File: src/shared/qeo_pkg.sv
/*
 * Constants and types of the quadrature encoder output block.
 * Assumes a single 20 MHz clock; all times are turned into cycles here.
 */
package qeo_pkg;

    // Clock period
    localparam int CLK_PERIOD_NS = 50;

    // Minimum edge gaps and pulse width, in ns as printed
    localparam int REALTIME_MIN_EDGE_GAP_NS = 1000;
    localparam int BURST_MIN_EDGE_GAP_NS    = 500;
    localparam int ERROR_MIN_PULSE_WIDTH_NS = 200;

    // Output lag bounds, in ns
    localparam int RT_LAG_NS          = 1000;
    localparam int BURST_LAG_ONEWAY_NS = 5000;
    localparam int BURST_LAG_TWOWAY_NS = 10000;

    // Least times round up
    localparam int TR_CYC = (REALTIME_MIN_EDGE_GAP_NS + CLK_PERIOD_NS - 1)
                            / CLK_PERIOD_NS;
    localparam int TB_CYC = (BURST_MIN_EDGE_GAP_NS + CLK_PERIOD_NS - 1)
                            / CLK_PERIOD_NS;
    localparam int TE_CYC = (ERROR_MIN_PULSE_WIDTH_NS + CLK_PERIOD_NS - 1)
                            / CLK_PERIOD_NS;

    // Longest times round down
    localparam int RT_LAG_CYC     = RT_LAG_NS / CLK_PERIOD_NS;
    localparam int BURST_LAG1_CYC = BURST_LAG_ONEWAY_NS / CLK_PERIOD_NS;
    localparam int BURST_LAG2_CYC = BURST_LAG_TWOWAY_NS / CLK_PERIOD_NS;

    // Largest backlog of edges that still meets each lag bound
    localparam int RT_MAX_PEND    = RT_LAG_CYC / TR_CYC;
    localparam int BURST_MAX_PEND = BURST_LAG1_CYC / TB_CYC;

    // Origin mark window, total width in nm
    localparam int ORIGIN_WIN_NM = 60000;

    // Reset values
    localparam logic [1:0] PHASE_RST = 2'h0;
    localparam logic [7:0] PEND_RST  = 8'h00;

    typedef enum logic [2:0] {
        QEO_MODE_RT    = 3'h1,
        QEO_MODE_BURST = 3'h2,
        QEO_MODE_ERR   = 3'h4
    } qeo_mode_t;

    // Line pins toward the receiver
    typedef struct packed {
        logic a_p;
        logic a_n;
        logic b_p;
        logic b_n;
        logic z_p;
        logic z_n;
        logic alarm;
    } qeo_pins_t;

    localparam qeo_pins_t PINS_RST = '{a_p: 1'b0, a_n: 1'b1, b_p: 1'b0,
                                       b_n: 1'b1, z_p: 1'b0, z_n: 1'b1,
                                       alarm: 1'b0};

endpackage : qeo_pkg
File: src/design/qeo_encoder_out.sv
/*
 * Differential two-phase position output with real-time, burst and error
 * modes, alarm waveform and optional origin mark.
 * Assumes step, direction and fault levels come from detection logic on the
 * same clock, at most one step per cycle.
 */
`timescale 1ns/1ps

// Contract
// - Phase A and phase B square waves are a quarter period apart, each a complementary pair.
// - Retracting motion makes phase A lead phase B, advancing makes B lead.
// - Real-time edges follow motion at least the real-time gap apart and lag at most 1 us.
// - At the real-time speed limit the output switches to burst edges with the shorter gap.
// - Burst output lags at most 5 us one way or 10 us with a reversal.
// - Burst edges keep the accumulated count correct while burst output lasts.
// - Past the burst limit the output enters error mode with A and B in step.
// - Overspeed beyond response speed or a disturbed signal enters error mode.
// - Error mode pulses are at least the error-mode minimum width.
// - The fine variant uses only real-time and error modes.
// - The origin variant drives a differential origin pulse over a window near the reference.
// - An alarm replaces quadrature with a distinct waveform on the position lines.
// - An optional seventh line carries the alarm separately.
// - Error output edges are never narrower than 0.2 us; the entry edge into error mode can follow a quadrature edge by one cycle.
module qeo_encoder_out #(
    parameter bit TWO_MODE       = 1'b0,
    parameter bit HAS_ORIGIN     = 1'b1,
    parameter bit HAS_ALARM_LINE = 1'b1,
    parameter int STEP_NM        = 1000,
    parameter int POS_W          = 24
) (
    input  wire logic              clk_i,
    input  wire logic              reset_n_i,
    input  wire logic              step_i,
    input  wire logic              retract_i,
    input  wire logic              over_rt_speed_i,
    input  wire logic              over_resp_speed_i,
    input  wire logic              disturb_i,
    input  wire logic              alarm_i,
    output qeo_pkg::qeo_pins_t     pins_o,
    output qeo_pkg::qeo_mode_t     mode_o
);

    localparam int HALF_WIN = qeo_pkg::ORIGIN_WIN_NM / 2 / STEP_NM;
    localparam int GAP_W    = $clog2(qeo_pkg::TR_CYC + 1);

    qeo_pkg::qeo_mode_t mode_q;
    qeo_pkg::qeo_pins_t pins_q;
    qeo_pkg::qeo_pins_t pins_d;
    logic signed [7:0]       pend_q;
    logic signed [7:0]       pend_d;
    logic [7:0]              pend_abs;
    logic [1:0]              phase_q;
    logic [GAP_W-1:0]        gap_q;
    logic [GAP_W-1:0]        gap_len;
    logic [2:0]              err_cnt_q;
    logic                    err_ph_q;
    logic                    err_tog_q;
    logic signed [POS_W-1:0] pos_q;
    logic                    fault;
    logic                    edge_go;
    logic                    in_win;

    // Count backlog magnitude
    assign pend_abs = pend_q[7] ? 8'(-pend_q) : 8'(pend_q);

    // Fault sources and burst overflow
    always_comb begin
        fault = over_resp_speed_i || disturb_i;
        if (mode_q == qeo_pkg::QEO_MODE_BURST
            && pend_abs > 8'(qeo_pkg::BURST_MAX_PEND)) begin
            fault = 1'b1;
        end
        if (TWO_MODE && pend_abs > 8'(qeo_pkg::RT_MAX_PEND)) begin
            fault = 1'b1;
        end
    end

    // One edge per gap while a backlog remains
    assign gap_len = (mode_q == qeo_pkg::QEO_MODE_BURST)
                     ? GAP_W'(qeo_pkg::TB_CYC) : GAP_W'(qeo_pkg::TR_CYC);
    assign edge_go = (pend_q != 8'sh00) && (gap_q == '0) && !alarm_i
                     && (mode_q != qeo_pkg::QEO_MODE_ERR);

    // Backlog of steps not yet shown on the lines
    always_comb begin
        pend_d = pend_q;
        if (step_i) begin
            pend_d = retract_i ? 8'(pend_d + 8'sh01)
                               : 8'(pend_d - 8'sh01);
        end
        if (edge_go) begin
            pend_d = pend_q[7] ? 8'(pend_d + 8'sh01)
                               : 8'(pend_d - 8'sh01);
        end
        if (mode_q == qeo_pkg::QEO_MODE_ERR) begin
            pend_d = qeo_pkg::PEND_RST;
        end
    end

    always_ff @(posedge clk_i or negedge reset_n_i) begin
        if (!reset_n_i) begin
            pend_q <= qeo_pkg::PEND_RST;
        end else begin
            pend_q <= pend_d;
        end
    end

    // Edge spacing counter
    always_ff @(posedge clk_i or negedge reset_n_i) begin
        if (!reset_n_i) begin
            gap_q <= '0;
        end else if (edge_go) begin
            gap_q <= GAP_W'(gap_len - 1'b1);
        end else if (gap_q != '0) begin
            gap_q <= GAP_W'(gap_q - 1'b1);
        end
    end

    // Quadrature phase, up when retracting
    always_ff @(posedge clk_i or negedge reset_n_i) begin
        if (!reset_n_i) begin
            phase_q <= qeo_pkg::PHASE_RST;
        end else if (mode_q == qeo_pkg::QEO_MODE_ERR) begin
            // Resume on the code whose lines match the error level
            phase_q <= {err_ph_q, 1'b0};
        end else if (edge_go) begin
            phase_q <= pend_q[7] ? 2'(phase_q - 2'h1)
                                 : 2'(phase_q + 2'h1);
        end
    end

    // Mode selection
    always_ff @(posedge clk_i or negedge reset_n_i) begin
        if (!reset_n_i) begin
            mode_q <= qeo_pkg::QEO_MODE_RT;
        end else begin
            unique case (mode_q)
                qeo_pkg::QEO_MODE_RT: begin
                    if (fault) begin
                        mode_q <= qeo_pkg::QEO_MODE_ERR;
                    end else if (!TWO_MODE && (over_rt_speed_i
                             || pend_abs > 8'(qeo_pkg::RT_MAX_PEND))) begin
                        mode_q <= qeo_pkg::QEO_MODE_BURST;
                    end
                end
                qeo_pkg::QEO_MODE_BURST: begin
                    if (fault) begin
                        mode_q <= qeo_pkg::QEO_MODE_ERR;
                    end else if (!over_rt_speed_i && pend_q == 8'sh00) begin
                        mode_q <= qeo_pkg::QEO_MODE_RT;
                    end
                end
                qeo_pkg::QEO_MODE_ERR: begin
                    if (!over_resp_speed_i && !disturb_i
                        && err_cnt_q == 3'h0 && err_tog_q) begin
                        mode_q <= qeo_pkg::QEO_MODE_RT;
                    end
                end
                default: begin
                    mode_q <= qeo_pkg::QEO_MODE_ERR;
                end
            endcase
        end
    end

    // In-phase error toggling, each level held the error width
    always_ff @(posedge clk_i or negedge reset_n_i) begin
        if (!reset_n_i) begin
            err_cnt_q <= 3'h0;
            err_ph_q  <= 1'b0;
            err_tog_q <= 1'b0;
        end else if (mode_q != qeo_pkg::QEO_MODE_ERR) begin
            err_cnt_q <= 3'(qeo_pkg::TE_CYC - 1);
            err_ph_q  <= phase_q[1];
            err_tog_q <= 1'b0;
        end else if (err_cnt_q == 3'h0) begin
            err_cnt_q <= 3'(qeo_pkg::TE_CYC - 1);
            err_ph_q  <= !err_ph_q;
            err_tog_q <= 1'b1;
        end else begin
            err_cnt_q <= 3'(err_cnt_q - 3'h1);
        end
    end

    // True position for the origin window
    always_ff @(posedge clk_i or negedge reset_n_i) begin
        if (!reset_n_i) begin
            pos_q <= '0;
        end else if (step_i) begin
            pos_q <= retract_i ? POS_W'(pos_q + 2'sb01)
                               : POS_W'(pos_q - 2'sb01);
        end
    end

    assign in_win = HAS_ORIGIN && (pos_q >= POS_W'(-HALF_WIN))
                    && (pos_q <= POS_W'(HALF_WIN));

    // Line levels
    always_comb begin
        pins_d.a_p = (phase_q == 2'h1) || (phase_q == 2'h2);
        pins_d.b_p = phase_q[1];
        if (mode_q == qeo_pkg::QEO_MODE_ERR) begin
            pins_d.a_p = err_ph_q;
            pins_d.b_p = err_ph_q;
        end
        if (alarm_i && !HAS_ALARM_LINE) begin
            pins_d.a_p = 1'b1;
            pins_d.b_p = 1'b0;
        end else if (alarm_i) begin
            pins_d.a_p = 1'b0;
            pins_d.b_p = 1'b0;
        end
        pins_d.a_n   = !pins_d.a_p;
        pins_d.b_n   = !pins_d.b_p;
        pins_d.z_p   = in_win;
        pins_d.z_n   = !in_win;
        pins_d.alarm = HAS_ALARM_LINE && alarm_i;
    end

    always_ff @(posedge clk_i or negedge reset_n_i) begin
        if (!reset_n_i) begin
            pins_q <= qeo_pkg::PINS_RST;
        end else begin
            pins_q <= pins_d;
        end
    end

    assign pins_o = pins_q;
    assign mode_o = mode_q;

    // Cycles since the last emitted edge
    logic [7:0] since_edge_q;
    always_ff @(posedge clk_i or negedge reset_n_i) begin
        if (!reset_n_i) begin
            since_edge_q <= 8'hff;
        end else if (edge_go) begin
            since_edge_q <= 8'h00;
        end else if (since_edge_q != 8'hff) begin
            since_edge_q <= 8'(since_edge_q + 8'h01);
        end
    end
endmodule : qeo_encoder_out

File: config.mk
export PLATFORM = sky130hd
export DESIGN_NAME = qeo_encoder_out
export DESIGN_NICKNAME = d
export VERILOG_FILES = /design/src/shared/qeo_pkg.sv /design/src/design/qeo_encoder_out.sv
export SDC_FILE = /design/constraint.sdc
export NUM_CORES = 1
export LEC_CHECK = 0
export BUFFER_PORTS_ARGS = -buffer_cell sky130_fd_sc_hd__buf_2
export CAP_MARGIN = 0
export CORE_ASPECT_RATIO = 0.9
export CORE_MARGIN = 5
export CORE_UTILIZATION = 41
export DETAILED_ROUTE_END_ITERATION = 6
export PLACE_DENSITY_LB_ADDON = 0.05
export SETUP_SLACK_MARGIN = 0.02
export SYNTH_ARGS = -nofsm -noshare
export SYNTH_HDL_FRONTEND = slang
export SYNTH_SLANG_ARGS = --single-unit
File: constraint.sdc
create_clock -name clk_i -period 4.4 [get_ports clk_i]
set_input_delay 0.88 -clock clk_i [delete_from_list [all_inputs] [get_ports clk_i]]
set_output_delay 0.88 -clock clk_i [all_outputs]
set_load 0.01 [all_outputs]
### Yosys cells after proc, flatten, opt, wreduce, memory -nomap -nowiden

Cells that the tools add are included.
W data, S select, Z words.

* logic and storage cells: 99
* bits of input ports: 8
* register bits: 54

* muxes and demuxes: 30
* reductions and logical operators: 29
* eq/ne operators: 9
* $lt $le $gt $ge: 4
* add/sub/neg operators: 12

Operator list (count)
* $mux W8: 6
* $add A24 B2 Y24 const B: 1
* $ge A24 B6 Y1 const B: 1
* $le A24 B6 Y1 const B: 1
* $mux W24: 1
* $sub A24 B2 Y24 const B: 1
* $mux W3: 7
* $add A8 B2 Y8 const B: 2
* $sub A8 B2 Y8 const B: 2
* $mux W5: 3
* $sub A5 B1 Y5 const B: 2
* $logic_and A1 B1 Y1: 9
* $mux W1: 9
* $pmux W3 S3: 1
* $gt A8 B1 Y1 const B: 1
* $gt A8 B4 Y1 const B: 1
* $logic_not A1 Y1: 8
* $logic_not A8 Y1: 1
* $neg A8 Y8: 1
* $reduce_bool A8 Y1: 1
* $mux W2: 3
* $ne A3 B3 Y1 const B: 2
* $reduce_bool A2 Y1: 3
* $logic_not A5 Y1: 1
* 14 further kinds: 16

### Longest topological paths before layout

* word-level depth: 7
* mapped depth: 13
* mapped depth without buffers: 13

### Worst setup path before layout

Ideal clock, no wire load.

* kind: input to register
* start: input port retract_i
* end: register pend_q[7]
* setup time: 0.074 ns
* slack: 0.523 ns
* cell stages on the path: 13
* required time: 4.326 ns
* buffers on the path: 0
* arrival time: 3.803 ns
* cells stage by stage: inv_1 -> ha_1 -> a21oi_1 -> o21ai_0 -> xor2_1 -> mux2_2 -> ha_1 -> nand3_1 -> o2111ai_1 -> a21oi_1 -> a211oi_4 -> a211o_1 -> a21oi_2

* cells in the longest elaborated chain, start to end: 6
* elaborated cells on any way between the ends: 7

Ends and longest elaborated chain
* start: declaration: line qeo_encoder_out.sv:34 `input wire logic retract_i,`
* $mux W8 (*): line qeo_encoder_out.sv:88 `pend_d = retract_i ? 8'(pend_d + 8'sh01)`
* $mux W8 (*): line qeo_encoder_out.sv:87 `if (step_i) begin`
* $sub A8 B2 Y8 / $add A8 B2 Y8 (equally long branches): line qeo_encoder_out.sv:93, qeo_encoder_out.sv:92
* $mux W8: line qeo_encoder_out.sv:92 `pend_d = pend_q[7] ? 8'(pend_d + 8'sh01)`
* $mux W8 (*): line qeo_encoder_out.sv:91 `if (edge_go) begin`
* $mux W8 (*): line qeo_encoder_out.sv:95 `if (mode_q == qeo_pkg::QEO_MODE_ERR) begin`
* net pend_d[7]: line qeo_encoder_out.sv:50 `logic signed [7:0] pend_d;`
* end signal: assignment: line qeo_encoder_out.sv:102 `pend_q <= qeo_pkg::PEND_RST;`
* end signal: assignment: line qeo_encoder_out.sv:104 `pend_q <= pend_d;`
* end: declaration: line qeo_encoder_out.sv:49 `logic signed [7:0] pend_q;`

Mark *: on every way through the listed nets, which the timed path passes. The rest lies on a longest branch.
A chain may end at the register's enable or synchronous reset.

### Final worst setup path

Ends and elaborated chain as after synthesis.

==> results.md <==
• 1.69 mW — net switching component of the power
• buf_2 -> inv_1 -> buf_4 -> ha_1 -> nand3_1 -> o211ai_1 -> nor2_1 -> xnor2_1 -> mux2_2 -> ha_1 -> o21ai_0 -> a211oi_4 -> a211o_1 -> a21oi_2 — chain of cells forming the critical path
• 1,018 — Filler Cells Inserted
• 100% — async set-or-reset flop fraction in the synthesized netlist
• 0 — number of gates given a new drive strength after cts
• compound AO/OA/AOI/OAI gates — combinational family with the most area after synthesis
• 1.89 mW — Internal
• 4 — number of detailed-routing iterations run before antenna repair
• 15.8 µm — Routed wire per std cell
• 62 — Distinct cells, synth
• 12.9% — adder-cell share of the synthesized area
• 61.5% — part of the total power dissipated in combinational logic
• 502 — Mapped Cells
• 3.60 ns — critical path arrival
• 210 — number of DRC markers after the initial detailed-route iteration
• 4360 µm² — netlist area before placement
• 8.55% — area grow syn2layout
• pend_q[7] — worst setup path endpoint
• compound AO/OA/AOI/OAI gates — family of cells with the greatest summed delay on the critical path
• 0.233 mV — IR Drop Worst-Case VDD
• 2.04 nW — Lkg Pwr
• 0 — synth warn
• retract_i — critical path launch point
• 0 — buffers inserted by post-CTS timing repair
• 0 — final hold viol count
• 0 — Max Cap Viol
• sky130_fd_sc_hd__dfrtp_1 — dominant register cell in the synthesized netlist
• 0.37 ns — maximum cell stage delay along the critical path
• 11.7% — clock network fraction of total power
• sky130_fd_sc_hd__clkbuf_16 — CTS Root Cell
• 7980 µm — total half-perimeter wirelength after legalization and detailed placement
• 2 — buffers from clock root to sink, at most
• 296 MHz — Fmax
• 5 — number of buffers inserted during clock tree synthesis
• 31.1% — portion of the post-synthesis area used by sequential elements
• 0 — Final Slew Violations
• 0.448 ns — Hold Worst Slack
• 11.8% — proportion of layout cells with a drive suffix above 1
• sky130_fd_sc_hd__dfrtp_1 — cell type with the highest aggregate area in the netlist
• 16.8% — total track usage
• pend_q[7] — reg-to-reg critical path endpoint
• 639 — placed cell count
• 0 — residual overflow from global routing
• 54 — CTS sink cnt
• input port — launching element type of the critical path
• 0 — number of setup violations in the final report
• 50.6% — worst relative slew slack
• input port to register — kind of critical path
• 30 — pin count of the biggest net entering global routing
• 2 — H-tree depth
• 10,300 µm² — CORE AREA
• 5.70 — Avg Vias per Cell
• 19.8% — post-synthesis simple-gate area fraction
• 47.2% — switching power as a share of total power
• 3 — Worst Path Buf+Inv
• 756 nW/µm² — Pwr per Cell Area
• 3,663 — vias in the first global route
• 42.2% — initial core utilization
• 14 — Crit path depth
• 35 — number of placement rows
• 553 — number of nets produced by synthesis
• 10,200 µm — total detailed-routing wirelength
• 11 — worst reg-to-reg path cell count
• 45.8% — core occupancy in the finished layout
• 21.0% — share of the synthesized area in compound gates (AO/OA/AOI/OAI)
• 1360 µm² — register area
• 28.7% — Synth top area share
• 54 — number of synthesized register bits
• sky130_fd_sc_hd__dfrtp_1 (29%), sky130_fd_sc_hd__ha_1 (11%), sky130_fd_sc_hd__a21oi_1 (4.7%) — Synth area leaders
• 6.83% — synthesized-area fraction occupied by xor and xnor cells
• 0.07 ns — clk slew on worst S/H paths
• 12,800 µm² — Total Die Area
• sky130_fd_sc_hd__ha_1 — cell type with the highest occurrence count on the critical path
• 647 — final cell count without fillers
• sky130_fd_sc_hd__dfrtp_1 — commonest non-fill, non-tap cell in the layout
• 8.69 µm² — syn_area_per_cell
• 108 µm — vertical die dimension
• 4.62 ns — Worst EP required
• 1.24 ns — R2R setup slack
• 14 — critical-path maximum fanout
• 119 µm — floorplan die width
• 0 — number of buffers inserted by hold repair at cts
• 568 — number of nets in the layout
• 3.58 mW — sum of internal, switching and leakage power
• 0 — initial antenna violation count
• 0.740 ns — Worst-Margin Slew
• pend_q[1] — origin of the critical flop-to-flop path
• 4.59% — share of cell area taken by muxes after synthesis
• yes — CTS tree
• sky130_fd_sc_hd__ha_1 — Critical-path top delay cell
• 3,690 — via total after detailed routing
• 0 — number of nets with antenna violations after detailed routing
• 0 ns — final total negative setup slack
• false — setup repair after global routing missed its margin
• 0 — Post-route DRC
• 76.8% — post-route clock period utilization
• 0.885 — routability congestion estimate
• register to register — Hold/Removal Path Class
• 3.38 ns — clock period minus worst slack
• sky130_fd_sc_hd__dfrtp_1 (50), sky130_fd_sc_hd__nand2_1 (44), sky130_fd_sc_hd__nor2_1 (44) — commonest cells after routing, fill and taps aside
• 18 — I/O Pins
• 0 — number of synthesized flops with an enable pin
• 17,800 µm — global-route wire length before repair
• 0.00640 ns — final clock skew
• register — category of the worst setup path capture point
• 26.8% — part of the power in registers
• 2840 µm² — multi-input logic area
• 0 — count of antenna diodes in the layout
• 17 — IO Port Bufs
• finished clean — outcome
• 0.30 ns — clock insertion delay at the later pin of the skew report
through the flow:
stage               area (µm²)  worst slack, ns
floorplan                 4360            0.523
global placement          4580            0.768
detailed placement        4580            0.719
CTS                       4730             1.03
global route              4730            0.833
finish                    4730             1.02
cells in the mapped netlist (3+ instances only):
cell	number
sky130_fd_sc_hd__nor2b_1	3
sky130_fd_sc_hd__o21bai_1	5
sky130_fd_sc_hd__nor4_1	10
sky130_fd_sc_hd__nor3_1	13
sky130_fd_sc_hd__dfstp_2	4
sky130_fd_sc_hd__nor3b_1	3
sky130_fd_sc_hd__mux2_2	15
sky130_fd_sc_hd__xnor2_1	21
sky130_fd_sc_hd__nand4_1	8
sky130_fd_sc_hd__o31ai_1	6
sky130_fd_sc_hd__and3_1	4
sky130_fd_sc_hd__a21o_1	7
sky130_fd_sc_hd__nand2_1	44
sky130_fd_sc_hd__nor3_2	3
sky130_fd_sc_hd__o211ai_1	7
sky130_fd_sc_hd__inv_1	26
sky130_fd_sc_hd__a21oi_1	41
sky130_fd_sc_hd__a31oi_1	3
sky130_fd_sc_hd__clkbuf_1	11
sky130_fd_sc_hd__dfrtp_1	50
sky130_fd_sc_hd__xor2_1	13
sky130_fd_sc_hd__nor2_1	44
sky130_fd_sc_hd__o21ai_0	26
sky130_fd_sc_hd__a21boi_0	5
sky130_fd_sc_hd__ha_1	40
sky130_fd_sc_hd__nand3_1	22
sky130_fd_sc_hd__a211oi_1	8
sky130_fd_sc_hd__fa_1	3
sky130_fd_sc_hd__o21a_1	8
sky130_fd_sc_hd__or3_1	7
layout make-up:
cell class                      count  share of cell area, %
Clock buffer                        5                   2.64
Clock inverter                      3                  0.555
Inverter                           27                   2.14
Multi-Input combinational cell    407                   60.0
Sequential cell                    54                   28.7
Tap cell                          129                   3.41
Timing Repair Buffer               22                   2.59
power by group through the flow:
| stage | Clock [mW] | Combinational [mW] | Sequential (mW) |
|---|---|---|---|
| after floorplan | 0 | 1.77 | 0.908 |
| after global placement | 0 | 2.18 | 0.966 |
| after detailed placement | 0 | 2.19 | 0.966 |
| after CTS | 0.434 | 2.20 | 0.958 |
| after global routing | 0.451 | 2.51 | 0.991 |
| final | 0.419 | 2.20 | 0.957 |
metal layers:
layer  GRT usage, %  wire, µm
met4           2.81        58
met3           3.15       399
met2           26.0      4470
met5              0         0
met1           24.5      5290
worst min path at each step:
stage | startpoint | endpoint | cells after the start
2_1_floorplan | gap_q[0] | gap_q[0] | 1
3_3_place_gp | gap_q[0] | gap_q[0] | 1
3_5_place_dp | gap_q[0] | gap_q[0] | 1
4_1_cts | gap_q[0] | gap_q[0] | 1
5_1_grt | gap_q[0] | gap_q[0] | 1
6_report | gap_q[0] | gap_q[0] | 1
flip-flops by register name (all words and copies together) (netlist names):
name       flops
err_cnt_q      3
err_ph_q       1
err_tog_q      1
gap_q          5
mode_o         3
pend_q         8
phase_q        2
pins_o         7
pos_q         24
cells by family after synthesis:
logic type	count (synthesis)
AND/OR/NAND/NOR	174
AO/OA/AOI/OAI	138
flip-flops	54
adder cells (fa/ha/maj)	43
buffers and inverters	41
XOR/XNOR	34
multiplexers	18
(Power assumes the default switching activity.)
